===== src/hdl/mcis_cfg.svh =====
// Offsets, field positions and timing counts of the instruction executor
`ifndef MCIS_CFG_SVH
`define MCIS_CFG_SVH
// APB register byte offsets
`define A_INSTR   8'h00
`define A_STATUS  8'h04
`define A_PC      8'h08
`define A_SP      8'h0C
`define A_PX      8'h10
`define A_PY      8'h14
`define A_PZ      8'h18
`define A_GPR     8'h1C
`define A_CTRL    8'h20
// Instruction word fields
`define F_OP_LSB  0
`define F_REG_LSB 5
`define F_BIT_LSB 10
`define F_PTR_LSB 13
`define F_IMM_LSB 16
// Status word bits above the status register byte
`define S_BUSY    8
`define S_HALT    9
`define S_IOERR   10
// Working register access word
`define G_IDX_LSB 8
`define G_WE      16
// Status register flag positions
`define FL_C      0
`define FL_Z      1
`define FL_N      2
`define FL_V      3
`define FL_S      4
`define FL_H      5
`define FL_T      6
`define FL_I      7
// Pointer selects
`define PTR_X     2'h0
`define PTR_Y     2'h1
// Low I/O window, reached at data address base plus index
`define IO_BASE   16'h0020
`define IO_MAX    16'h001F
// Instruction lengths in clock cycles
`define CYC_1     2'h1
`define CYC_2     2'h2
`define CYC_3     2'h3
`endif


===== src/hdl/mcis_pkg.sv =====
// Types of the instruction executor
package mcis_pkg;
	typedef enum logic [4:0] {
		OP_NOP                   = 5'h00,
		OP_BRANCH_OVERFLOW_CLEAR = 5'h01,
		OP_BRANCH_IRQ_ENABLED    = 5'h02,
		OP_BRANCH_IRQ_DISABLED   = 5'h03,
		OP_ROTATE_LEFT_CARRY     = 5'h04,
		OP_ROTATE_RIGHT_CARRY    = 5'h05,
		OP_BIT_STORE_T           = 5'h06,
		OP_FLAG_SET              = 5'h07,
		OP_FLAG_CLR              = 5'h08,
		OP_SET_IO_BIT            = 5'h09,
		OP_CLEAR_IO_BIT          = 5'h0A,
		OP_LD_INC                = 5'h0B,
		OP_LD_DEC                = 5'h0C,
		OP_LOAD_DISPLACED        = 5'h0D,
		OP_ST_INC                = 5'h0E,
		OP_ST_DEC                = 5'h0F,
		OP_STORE_DISPLACED       = 5'h10,
		OP_LD_DIRECT             = 5'h11,
		OP_ST_DIRECT             = 5'h12,
		OP_PROGRAM_MEMORY_READ   = 5'h13,
		OP_PROGRAM_MEMORY_RD_INC = 5'h14,
		OP_PUSH                  = 5'h15,
		OP_POP                   = 5'h16,
		OP_BREAK                 = 5'h17
	} mcis_op_t;
	typedef enum logic [0:0] {
		FSM_IDLE = 1'b0,
		FSM_EXEC = 1'b1
	} mcis_fsm_t;
	typedef struct packed {
		mcis_fsm_t   fsm;
		logic [1:0]  cnt;
		logic [31:0] instr;
		logic [7:0]  status_register;
		logic [15:0] pc, sp, x, y, z;
		logic [15:0] dm_addr;
		logic        dm_re, dm_we;
		logic [7:0]  dm_wdata;
		logic [14:0] pm_addr;
		logic        pm_re;
		logic [31:0] prdata;
		logic        pready, pslverr;
		logic        halted, io_err, dbg_en;
		logic [4:0]  gpr_sel;
	} mcis_state_t;
endpackage


===== src/hdl/mcis_rf_if.sv =====
// Working register file port between executor and storage
`timescale 1ns/1ns
interface mcis_rf_if;
	logic [4:0] raddr;
	logic [7:0] rdata;
	logic       we;
	logic [4:0] waddr;
	logic [7:0] wdata;
	modport core (output raddr, we, waddr, wdata, input rdata);
	modport mem  (input raddr, we, waddr, wdata, output rdata);
endinterface


===== src/hdl/mcis_regfile.sv =====
// Thirty-two working registers with one write and one registered read port
`timescale 1ns/1ns
module mcis_regfile
	import mcis_pkg::*;
(
	input  wire logic clk_sys, // Core clock
	input  wire logic srst,    // Synchronous reset
	mcis_rf_if.mem    rf       // Register port
);
	logic [7:0] mem [32];

	// Write first-come; a read in the same cycle sees the old byte
	always_ff @(posedge clk_sys) begin
		if (rf.we) begin
			mem[rf.waddr] <= rf.wdata;
		end
	end

	// Registered read keeps the timing path short
	always_ff @(posedge clk_sys) begin
		if (srst) begin
			rf.rdata <= 8'h00;
		end else begin
			rf.rdata <= mem[rf.raddr];
		end
	end
endmodule


===== src/hdl/mcis_core.sv =====
// Instruction subset executor with APB control and memory ports
//
// Our own choices: the placing of the registers and the APB interface to the registers.
`timescale 1ns/1ns
`include "mcis_cfg.svh"
module mcis_core
	import mcis_pkg::*;
(
	input  wire logic        clk_sys,  // Core clock, 100 MHz
	input  wire logic        srst,     // Synchronous reset, high
	input  wire logic        psel,     // APB select
	input  wire logic        penable,  // APB access phase
	input  wire logic        pwrite,   // APB direction
	input  wire logic [7:0]  paddr,    // APB byte address
	input  wire logic [31:0] pwdata,   // APB write data
	output logic      [31:0] prdata,   // APB read data
	output logic             pready,   // APB ready
	output logic             pslverr,  // APB error
	output logic      [15:0] dm_addr,  // Data memory address
	output logic             dm_re,    // Data memory read
	output logic             dm_we,    // Data memory write
	output logic      [7:0]  dm_wdata, // Data memory write byte
	input  wire logic [7:0]  dm_rdata, // Data memory read byte
	output logic      [14:0] pm_addr,  // Program memory word address
	output logic             pm_re,    // Program memory read
	input  wire logic [15:0] pm_rdata, // Program memory word
	output logic             busy      // Instruction in flight
);
	mcis_state_t s;
	mcis_state_t n;
	mcis_rf_if   rf ();
	logic [31:0] cur;
	mcis_op_t    op;
	logic [4:0]  rsel;
	logic [2:0]  bsel;
	logic [1:0]  ptr;
	logic [15:0] imm;
	logic [15:0] pval;
	logic [15:0] ea;
	logic [7:0]  fmask;
	logic        go;
	logic        e0;
	logic        run;
	logic        taken;
	logic        io_ok;
	logic [1:0]  cycles;
	logic        apb_wr;
	logic        wr_err;
	logic [7:0]  res;
	logic [7:0]  pbyte;

	mcis_regfile u_rf (
		.clk_sys (clk_sys),
		.srst    (srst),
		.rf      (rf.mem)
	);

	// Decode from the word being issued, else from the one in flight
	assign apb_wr = psel & penable & pwrite & s.pready;
	assign go     = apb_wr & ~s.pslverr & (paddr == `A_INSTR);
	assign run    = (s.fsm == FSM_EXEC);
	assign e0     = run & (s.cnt == 2'h0);
	assign cur    = go ? pwdata : s.instr;
	assign op     = mcis_op_t'(cur[`F_OP_LSB +: 5]);
	assign rsel   = cur[`F_REG_LSB +: 5];
	assign bsel   = cur[`F_BIT_LSB +: 3];
	assign ptr    = cur[`F_PTR_LSB +: 2];
	assign imm    = cur[`F_IMM_LSB +: 16];
	assign fmask  = 8'h01 << bsel;
	assign pbyte  = s.z[0] ? pm_rdata[15:8] : pm_rdata[7:0];
	assign io_ok  = (imm <= `IO_MAX);

	always_comb begin
		unique case (ptr)
			`PTR_X:  pval = s.x;
			`PTR_Y:  pval = s.y;
			default: pval = s.z;
		endcase
	end

	// Effective data address; pointers are still the old values here
	always_comb begin
		unique case (op)
			OP_LD_DEC, OP_ST_DEC:                 ea = pval - 16'h0001;
			OP_LOAD_DISPLACED, OP_STORE_DISPLACED: ea = pval + imm;
			OP_LD_DIRECT, OP_ST_DIRECT:          ea = imm;
			OP_PUSH:                             ea = s.sp;
			OP_POP:                              ea = s.sp + 16'h0001;
			OP_SET_IO_BIT, OP_CLEAR_IO_BIT:      ea = `IO_BASE + imm;
			default:                             ea = pval;
		endcase
	end

	always_comb begin
		unique case (op)
			OP_BRANCH_OVERFLOW_CLEAR: taken = ~s.status_register[`FL_V];
			OP_BRANCH_IRQ_ENABLED:    taken = s.status_register[`FL_I];
			OP_BRANCH_IRQ_DISABLED:   taken = ~s.status_register[`FL_I];
			default:                  taken = 1'b0;
		endcase
	end

	// Instruction length in cycles
	always_comb begin
		unique case (op)
			OP_BRANCH_OVERFLOW_CLEAR, OP_BRANCH_IRQ_ENABLED,
			OP_BRANCH_IRQ_DISABLED:
				cycles = taken ? `CYC_2 : `CYC_1;
			OP_SET_IO_BIT, OP_CLEAR_IO_BIT, OP_LD_INC, OP_LD_DEC,
			OP_LOAD_DISPLACED, OP_ST_INC, OP_ST_DEC,
			OP_STORE_DISPLACED, OP_LD_DIRECT, OP_ST_DIRECT,
			OP_PUSH, OP_POP:
				cycles = `CYC_2;
			OP_PROGRAM_MEMORY_READ, OP_PROGRAM_MEMORY_RD_INC:
				cycles = `CYC_3;
			default:
				cycles = `CYC_1;
		endcase
	end

	// Rotate result
	always_comb begin
		if (op == OP_ROTATE_RIGHT_CARRY) begin
			res = {s.status_register[`FL_C], rf.rdata[7:1]};
		end else begin
			res = {rf.rdata[6:0], s.status_register[`FL_C]};
		end
	end

	// Writes to A_INSTR, A_PC, A_SP, the pointers and A_GPR are refused while an instruction is in flight
	always_comb begin
		unique case (paddr)
			`A_INSTR:                   wr_err = run | s.halted;
			`A_PC, `A_SP, `A_PX, `A_PY,
			`A_PZ, `A_GPR:              wr_err = run;
			default:                    wr_err = 1'b0;
		endcase
	end

	// Next state of the whole block
	always_comb begin
		n          = s;
		n.dm_re    = 1'b0;
		n.dm_we    = 1'b0;
		n.pm_re    = 1'b0;
		n.pready   = 1'b0;
		n.pslverr  = 1'b0;
		rf.raddr   = (go | run) ? rsel : s.gpr_sel;
		rf.we      = 1'b0;
		rf.waddr   = rsel;
		rf.wdata   = 8'h00;
		// APB setup: answer in the next cycle
		if (psel & ~penable) begin
			n.pready = 1'b1;
			n.prdata = 32'h0000_0000;
			unique case (paddr)
				`A_INSTR:  n.prdata = s.instr;
				`A_STATUS: n.prdata = {21'h00_0000, s.io_err, s.halted,
					run, s.status_register};
				`A_PC:     n.prdata = {16'h0000, s.pc};
				`A_SP:     n.prdata = {16'h0000, s.sp};
				`A_PX:     n.prdata = {16'h0000, s.x};
				`A_PY:     n.prdata = {16'h0000, s.y};
				`A_PZ:     n.prdata = {16'h0000, s.z};
				`A_GPR:    n.prdata = {24'h00_0000, rf.rdata};
				`A_CTRL:   n.prdata = {31'h0000_0000, s.dbg_en};
				default:   n.pslverr = 1'b1;
			endcase
			if (pwrite & wr_err) begin
				n.pslverr = 1'b1;
			end
		end
		// APB access: writes land at the pready edge only
		if (apb_wr & ~s.pslverr) begin
			unique case (paddr)
				`A_STATUS: begin
					if (!run) begin
						n.status_register = pwdata[7:0];
					end
					if (pwdata[`S_HALT]) begin
						n.halted = 1'b0;
					end
					if (pwdata[`S_IOERR]) begin
						n.io_err = 1'b0;
					end
				end
				`A_PC:   n.pc = pwdata[15:0];
				`A_SP:   n.sp = pwdata[15:0];
				`A_PX:   n.x = pwdata[15:0];
				`A_PY:   n.y = pwdata[15:0];
				`A_PZ:   n.z = pwdata[15:0];
				`A_GPR: begin
					n.gpr_sel = pwdata[`G_IDX_LSB +: 5];
					rf.we     = pwdata[`G_WE];
					rf.waddr  = pwdata[`G_IDX_LSB +: 5];
					rf.wdata  = pwdata[7:0];
				end
				`A_CTRL: n.dbg_en = pwdata[0];
				default: ;
			endcase
		end
		// Issue: memory address goes out so data is back in cycle 0
		if (go) begin
			n.instr = pwdata;
			n.fsm   = FSM_EXEC;
			n.cnt   = 2'h0;
			n.dm_addr = ea;
			unique case (op)
				OP_SET_IO_BIT, OP_CLEAR_IO_BIT:
					n.dm_re = io_ok;
				OP_LD_INC, OP_LD_DEC, OP_LOAD_DISPLACED,
				OP_LD_DIRECT, OP_POP:
					n.dm_re = 1'b1;
				OP_PROGRAM_MEMORY_READ, OP_PROGRAM_MEMORY_RD_INC: begin
					n.pm_addr = s.z[15:1];
					n.pm_re   = 1'b1;
				end
				default: ;
			endcase
		end
		// Execute; the work is done in cycle 0, the rest is length
		if (run) begin
			n.cnt = s.cnt + 2'h1;
			if (s.cnt == cycles - 2'h1) begin
				n.fsm = FSM_IDLE;
			end
			if (s.cnt == 2'h0) begin
				unique case (op)
					OP_BRANCH_OVERFLOW_CLEAR, OP_BRANCH_IRQ_ENABLED,
					OP_BRANCH_IRQ_DISABLED: begin
						if (taken) begin
							n.pc = s.pc + imm + 16'h0001;
						end
					end
					OP_ROTATE_LEFT_CARRY, OP_ROTATE_RIGHT_CARRY: begin
						rf.we    = 1'b1;
						rf.wdata = res;
						n.status_register[`FL_C] = (op == OP_ROTATE_LEFT_CARRY) ?
							rf.rdata[7] : rf.rdata[0];
						n.status_register[`FL_Z] = ~|res;
						n.status_register[`FL_N] = res[7];
						n.status_register[`FL_V] = res[7] ^ n.status_register[`FL_C];
					end
					OP_BIT_STORE_T: n.status_register[`FL_T] = rf.rdata[bsel];
					OP_FLAG_SET: n.status_register = s.status_register | fmask;
					OP_FLAG_CLR: n.status_register = s.status_register & ~fmask;
					OP_SET_IO_BIT, OP_CLEAR_IO_BIT: begin
						if (io_ok) begin
							n.dm_we    = 1'b1;
							n.dm_wdata = (op == OP_SET_IO_BIT) ?
								(dm_rdata | fmask) : (dm_rdata & ~fmask);
						end else begin
							n.io_err = 1'b1;
						end
					end
					OP_LD_INC, OP_LD_DEC, OP_LOAD_DISPLACED,
					OP_LD_DIRECT: begin
						rf.we    = 1'b1;
						rf.wdata = dm_rdata;
					end
					OP_ST_INC, OP_ST_DEC, OP_STORE_DISPLACED,
					OP_ST_DIRECT: begin
						n.dm_we    = 1'b1;
						n.dm_addr  = ea;
						n.dm_wdata = rf.rdata;
					end
					OP_PROGRAM_MEMORY_READ, OP_PROGRAM_MEMORY_RD_INC: begin
						rf.we    = 1'b1;
						rf.wdata = pbyte;
						if (op == OP_PROGRAM_MEMORY_RD_INC) begin
							n.z = s.z + 16'h0001;
						end
					end
					OP_PUSH: begin
						n.dm_we    = 1'b1;
						n.dm_addr  = ea;
						n.dm_wdata = rf.rdata;
						n.sp       = s.sp - 16'h0001;
					end
					OP_POP: begin
						rf.we    = 1'b1;
						rf.wdata = dm_rdata;
						n.sp     = s.sp + 16'h0001;
					end
					// Halt only under debug; a plain no-op otherwise
					OP_BREAK: n.halted = s.halted | s.dbg_en;
					default: ;
				endcase
				// Pointer update wraps at 16 bits
				if (op == OP_LD_INC || op == OP_ST_INC ||
					op == OP_LD_DEC || op == OP_ST_DEC) begin
					unique case (ptr)
						`PTR_X:  n.x = (op == OP_LD_INC || op == OP_ST_INC)
							? s.x + 16'h0001 : s.x - 16'h0001;
						`PTR_Y:  n.y = (op == OP_LD_INC || op == OP_ST_INC)
							? s.y + 16'h0001 : s.y - 16'h0001;
						default: n.z = (op == OP_LD_INC || op == OP_ST_INC)
							? s.z + 16'h0001 : s.z - 16'h0001;
					endcase
				end
			end
		end
	end

	// All core state in one register; reset clears it, but not the working register contents
	always_ff @(posedge clk_sys) begin
		if (srst) begin
			s <= '0;
		end else begin
			s <= n;
		end
	end

	// Outputs straight from the state register
	assign prdata   = s.prdata;
	assign pready   = s.pready;
	assign pslverr  = s.pslverr;
	assign dm_addr  = s.dm_addr;
	assign dm_re    = s.dm_re;
	assign dm_we    = s.dm_we;
	assign dm_wdata = s.dm_wdata;
	assign pm_addr  = s.pm_addr;
	assign pm_re    = s.pm_re;
	assign busy     = run;
endmodule


===== config.mk =====
export PLATFORM = sky130hd
export DESIGN_NAME = mcis_core
export DESIGN_NICKNAME = d
export VERILOG_FILES = /design/src/hdl/mcis_pkg.sv /design/src/hdl/mcis_rf_if.sv /design/src/hdl/mcis_regfile.sv /design/src/hdl/mcis_core.sv
export VERILOG_INCLUDE_DIRS = /design/src /design/src/hdl
export SDC_FILE = /design/constraint.sdc
export NUM_CORES = 1
export LEC_CHECK = 0
export BUFFER_PORTS_ARGS = -buffer_cell sky130_fd_sc_hd__buf_4
export CAP_MARGIN = 20
export CORE_UTILIZATION = 40
export DETAILED_ROUTE_END_ITERATION = 10
export PLACE_DENSITY = 0.61
export SLEW_MARGIN = 20
export SYNTH_ARGS = -nofsm -noshare
export SYNTH_HDL_FRONTEND = slang
export SYNTH_SLANG_ARGS = --single-unit

===== constraint.sdc =====
create_clock -name clk_sys -period 7.1 [get_ports clk_sys]
set_input_delay 1.42 -clock clk_sys [delete_from_list [all_inputs] [get_ports clk_sys]]
set_output_delay 1.42 -clock clk_sys [all_outputs]
set_load 0.05 [all_outputs]

### After elaboration in Yosys (flattened, before gate mapping)

Memory sizes are Yosys's and may differ from the RTL's. A register that Yosys moved wholly into a read port is not among the register bits.
Index checks and enable logic that the tools add are counted.

* flip-flop bits (word level): 207
* RAM bits: 256
* input bits: 69
* output and inout bits: 77
* logic and storage cells: 208
* memories: 1

* add/sub/neg operators: 15
* magnitude comparators: 2
* eq/ne operators: 34
* shift-type cells: 1
* muxes and demuxes: 78
* bitwise gates (word level): 24
* reductions and logical operators: 31

Memory list
* u_rf.mem: depth 32, bits a word 8, rd ports 1, clocked after Yosys merged registers in 1, wr ports 1, RTL line mcis_regfile.sv:10 `logic [7:0] mem [32];`

Operator list (count)
* 32-bit one-hot mux with 9 select lines: 1
* 16-bit 2-to-1 mux: 16
* 104-bit 2-to-1 mux: 2
* 16-bit one-hot mux with 6 select lines: 1
* 88-bit 2-to-1 mux: 1
* 16-bit by 1-bit adder with 16-bit output (second input constant): 5
* 8-bit 2-to-1 mux: 10
* 16-bit by 1-bit subtractor with 16-bit output (second input constant): 5
* 16-bit one-hot mux with 2 select lines: 2
* 48-bit 2-to-1 mux: 1
* 5-bit by 4-bit == test with 1-bit output (second input constant): 8
* 5-bit == test (second input constant): 8
* 35-bit 2-to-1 mux: 1
* 16-bit adder: 2
* 8-bit by 5-bit == test with 1-bit output (second input constant): 4
* 32-bit 2-to-1 mux: 1
* 8-bit one-hot mux with 3 select lines: 1
* 5-bit by 3-bit == test with 1-bit output (second input constant): 4
* 5-bit 2-to-1 mux: 4
* 1-bit 2-to-1 mux: 19
* 9-bit one-hot mux with 2 select lines: 1
* 2-bit OR reduction: 9
* 9-bit OR reduction: 2
* 17-bit 2-to-1 mux: 1
* 42 further kinds: 76

### Logic depth before layout (Yosys ltp)

* word-level depth: 14
* depth in mapped cells: 22
* depth with buffers taken out: 16

### By module

A second synthesis with hierarchy kept.

* cells, all modules: 2615
* area total of the unflattened synthesis: 26803.2 µm²

By module, submodules not included
* mcis_core: instances 1, cells each 2143, area an instance 16415.7 µm², seq. area each 4144.0 µm²
* mcis_regfile: instances 1, cells each 472, area an instance 10387.5 µm², seq. area each 7847.5 µm²

### Worst setup path before layout

No wires, ideal clock.

* path type: input to register
* start: input paddr[3]
* end: register s[115] in the netlist's numbering
* setup time: 0.128 ns
* arrival time: 5.587 ns
* required time: 6.972 ns
* slack: 1.385 ns
* cell stages on the path: 16
* buffers on the path: 2
* cells stage by stage: nor4_2 -> nand4_1 -> buf_6 -> mux2i_4 -> buf_2 -> a211oi_2 -> inv_1 -> ha_1 -> a211oi_1 -> o21ai_0 -> a2111oi_0 -> nor3_1 -> a2111oi_0 -> or4_1 -> nand3b_1 -> o2bb2ai_1

* cells in the longest elaborated chain, start to end: 10
* elaborated cells between the ends (all ways): 19
* classes of those cells: eq/ne (6); mux (8); bitwise (1); reduce/logical (4)

Ends and longest elaborated chain
* start, declared: RTL line mcis_core.sv:14 `input wire logic [7:0] paddr,`
* 8-bit logical NOT
* 1-bit AND: RTL line mcis_core.sv:60 `` assign go = apb_wr & ~s.pslverr & (paddr == `A_INSTR); ``
* 32-bit 2-to-1 mux: RTL line mcis_core.sv:63 `assign cur = go ? pwdata : s.instr;`
* 5-bit by 4-bit == test with 1-bit output: RTL line mcis_core.sv:290, mcis_core.sv:295
* 1-bit logical OR: RTL line mcis_core.sv:290, mcis_core.sv:295
* 16-bit 2-to-1 mux / 1-bit logical OR (equally long branches): RTL line mcis_core.sv:296, mcis_core.sv:290
* 16-bit 2-to-1 mux / 1-bit logical OR (equally long branches): RTL line mcis_core.sv:292, mcis_core.sv:291
* 48-bit 2-to-1 mux: RTL line mcis_core.sv:290 `if (op == OP_LD_INC || op == OP_ST_INC ||`
* 104-bit 2-to-1 mux: RTL line mcis_core.sv:227 `if (s.cnt == 2'h0) begin`
* 104-bit 2-to-1 mux (*): RTL line mcis_core.sv:222 `if (run) begin`
* end signal, assigned: RTL line mcis_core.sv:310 `s <= n;`
* end, declared: RTL line mcis_core.sv:29 `mcis_state_t s;`

Every way passes the cells marked *; elsewhere a longest branch is shown, timed or not.
A chain may end at the register's enable or synchronous reset.

### Final worst setup path

* start: input paddr[3]
* end: register s[131] in the netlist's numbering

* cells in the longest elaborated chain, start to end: 10
* elaborated cells between the ends (all ways): 19
* classes of those cells: eq/ne (5); mux (8); bitwise (1); reduce/logical (5)

Ends and longest elaborated chain (RTL line)
* 8-bit logical NOT
* 1-bit AND: mcis_core.sv:60
* 32-bit 2-to-1 mux: mcis_core.sv:63
* 5-bit by 4-bit == test with 1-bit output: mcis_core.sv:290, mcis_core.sv:293
* 1-bit logical OR: mcis_core.sv:290, mcis_core.sv:293
* 16-bit 2-to-1 mux / 1-bit logical OR (equally long branches): mcis_core.sv:294, mcis_core.sv:290
* 16-bit 2-to-1 mux / 1-bit logical OR (equally long branches): mcis_core.sv:292, mcis_core.sv:291
* 48-bit 2-to-1 mux: mcis_core.sv:290
* 104-bit 2-to-1 mux: mcis_core.sv:227
* 104-bit 2-to-1 mux (*): mcis_core.sv:222

Marks and branches as above.

==> run metrics <==
Synth Net Count 2754; Clock Path Buffers 3; PnR worst setup slack 1580 ps; largest net degree at the start of global routing 72; Critical Path End Type register; vias per cell 6.22; Max FO, Critical Path 61; Core Rows 95; Clock Skew 31.4 ps; Yosys reg bits 471; Slew Viols, Final 0; antenna viol nets, final 0; final worst-path cycle share 77.8%; Syn-to-layout area delta 12.0%; clock sink count 471; Sw Share 21.6%; DR iter-0 viols 2492; total number of vias 22000; DP HPWL 64500 um; Switch Pwr 0.00128 W; CP Data Required Time 7590 ps; Tightest Pin Transition 1150 ps; min cycle time layout 5520 ps; register area share after synthesis 44.2%; Pint 0.00464 W; Post-synth EDFFs 256; Synth top cells by count 256 x edfxtp_1, 229 x nor2_1, 224 x nand2_1; Final Hold Viols 0; critical path class in -> reg; status completed; synthesis warning total 0; CP max stage cell mux2i_4; gpl congestion 0.970; die width 262 um; hold crit path type reg -> reg; area leader, netlist edfxtp_1; Syn Area/Cell 10.4 sq um; most used cell along the critical path buf_4; CTS tree done; post-CTS setup buffer count 0; combinational power share 2.3%; Mapped Cells 2617; Worst Path Buf+Inv 5; Pwr per Cell Area 195 nW/um^2; post_cts resized 0; initial antenna violation count 4; P_leak 11.3 nW; setup_tns 0 ps; Max IR drop VDD 0.211 mV; Startpoint Class input pin; die area 68900 sq um; core box area 67200 sq um; clock share of power 49.5%; I/O Pins 146; sequential fraction of design power 48.2%; maxcap violations 0; DRC errors left 0; share of cells above drive strength 1 17.8%; CP Data Arrival Time 6020 ps; post-synthesis cell type count 106; vias in the first global route 21200; root buffer cell clkbuf_16; CTS Hold Bufs 0; post-synthesis cell area 27100 sq um; Critical Path Max Stage Delay 600 ps; Area contributors post-synth edfxtp_1 28%, dfxtp_1 16%, mux2i_1 6.0%; Die Ht 262 um; total CTS buffers 54; CTS H-tree depth 2; unrepaired setup endpoints after global routing false; ys async rst share 0%; NumNets Final 2755; Slew headroom 23.5%; routed wire length 91400 um; first-pass GRT wire length 137000 um; critical-path cell list buf_4, nor4_2, nand4_1, buf_12, mux2i_4, a211oi_2, inv_1, buf_4, buf_4, ha_1, a211o_1, o211ai_1, a211o_1, nand3_1, a41oi_1, o21ai_0, and3_1, a2111oi_0; Yosys top cell area share 28.3%; Top delay family on crit path compound AO/OA/AOI/OAI gates; Post-Place Worst Slack 1010 ps; Reg clk slew, reported paths 60 ps; Starting Density 40.4%; Clk Latency, worst-skew pair 620 ps; fmax 181 MHz; WL/cell 25.9 um; GRT Total Usage 26.0%; Setup violations, final 0; main flop type after synthesis edfxtp_1; total iterations of the first detailed-routing run 10; grt ovf 0; count leader, synth edfxtp_1; IO Port Bufs 145
==> registers in the layout (all words and copies together) (netlist names) <==
name / flops
pslverr: 1
dm_re: 1
pm_addr: 15
dm_we: 1
pm_re: 1
dm_wdata: 8
busy: 1
u_rf.mem: 256
pready: 1
u_rf.rf.rdata: 8
s: 130
prdata: 32
dm_addr: 16
==> final timing paths <==
path                            from                       to  slack, ps  cells past startpoint
min          prdata[31]$_SDFFE_PP0P_  prdata[31]$_SDFFE_PP0P_        450                      2
max reg2reg       pslverr$_SDFF_PP0_        s[131]$_SDFF_PP0_       2250                     17
max                         paddr[3]        s[131]$_SDFF_PP0_       1580                     18
min reg2reg  prdata[31]$_SDFFE_PP0P_  prdata[31]$_SDFFE_PP0P_        450                      2
==> logic make-up after synthesis <==
kind of cell,synth area share (%)
adder cells (fa/ha/maj),3.25
buffers and inverters,5.88
AO/OA/AOI/OAI,16.8
XOR/XNOR,1.84
AND/OR/NAND/NOR,14.6
multiplexers,13.4
flip-flops,44.2
==> power groups by stage <==
stage	registers, W	clock network, W	logic (W)
detailed placement	0.00291	0	0.000136
floorplan	0.00291	0	0.0000553
global placement	0.00291	0	0.000135
global route	0.00285	0.00308	0.000143
finish	0.00285	0.00293	0.000138
CTS	0.00285	0.00298	0.000136
==> layout make-up <==
cell class,count,area [sq um]
sequential,471,12000
antenna,1,2.50
clock inverter,30,377
clock buffer,66,1470
timing repair buffer,205,1580
inverter,52,195
multi-input combinational,1834,13700
fill,6255,36800
tap,873,1090
==> worst min-delay path: cells and delay by family, from the launching register on <==
kind | cells | cell delay (ps)
AO/OA/AOI/OAI | 1 | 50
flip-flops | 1 | 310
AND/OR/NAND/NOR | 1 | 50
==> through the flow <==
step	hold slack (ps)	cells	total power, W	area [sq um]	util (%)
after floorplan	427	2617	0.00296	27100	-
after global placement	441	3435	0.00305	28500	42.5
after detailed placement	448	3435	0.00305	28500	42.5
after CTS	457	3531	0.00597	30400	45.2
after global routing	480	3531	0.00607	30400	45.3
final	452	3532	0.00592	30400	45.3
==> layer usage <==
| metal | vias to the layer above | wire, um | track usage, % |
|---|---|---|---|
| met5 | - | 54 | 0 |
| met4 | 8 | 4900 | 13.2 |
| met3 | 255 | 6650 | 4.22 |
| met2 | 996 | 42100 | 41.6 |
| met1 | 10800 | 37700 | 34.0 |
| li1 | 9913 | - | - |
==> layout by cell type, fill, tap and decap left out, types with 15 or more instances in the layout <==
cell       instances
nor2_1           228
xor2_1            21
nor3_1            56
mux2_2            17
a21oi_1          150
a221oi_1          19
nand2b_1          30
xnor2_1           36
ha_1              64
o211ai_1          15
o21a_1            17
a22oi_1           32
edfxtp_1         256
dfxtp_1          215
o22ai_1           45
nand3_1          110
a311oi_1          35
buf_4            201
a22o_1            22
and3_1            25
mux4_2            66
a222oi_1          29
inv_1             50
a211oi_1          30
or3_1             35
o21ai_0           59
mux2i_1          156
a31oi_1           23
nand2_1          224
nor2b_1           17
clkbuf_16         55
No activity file was read; power rests on OpenSTA's default activity.
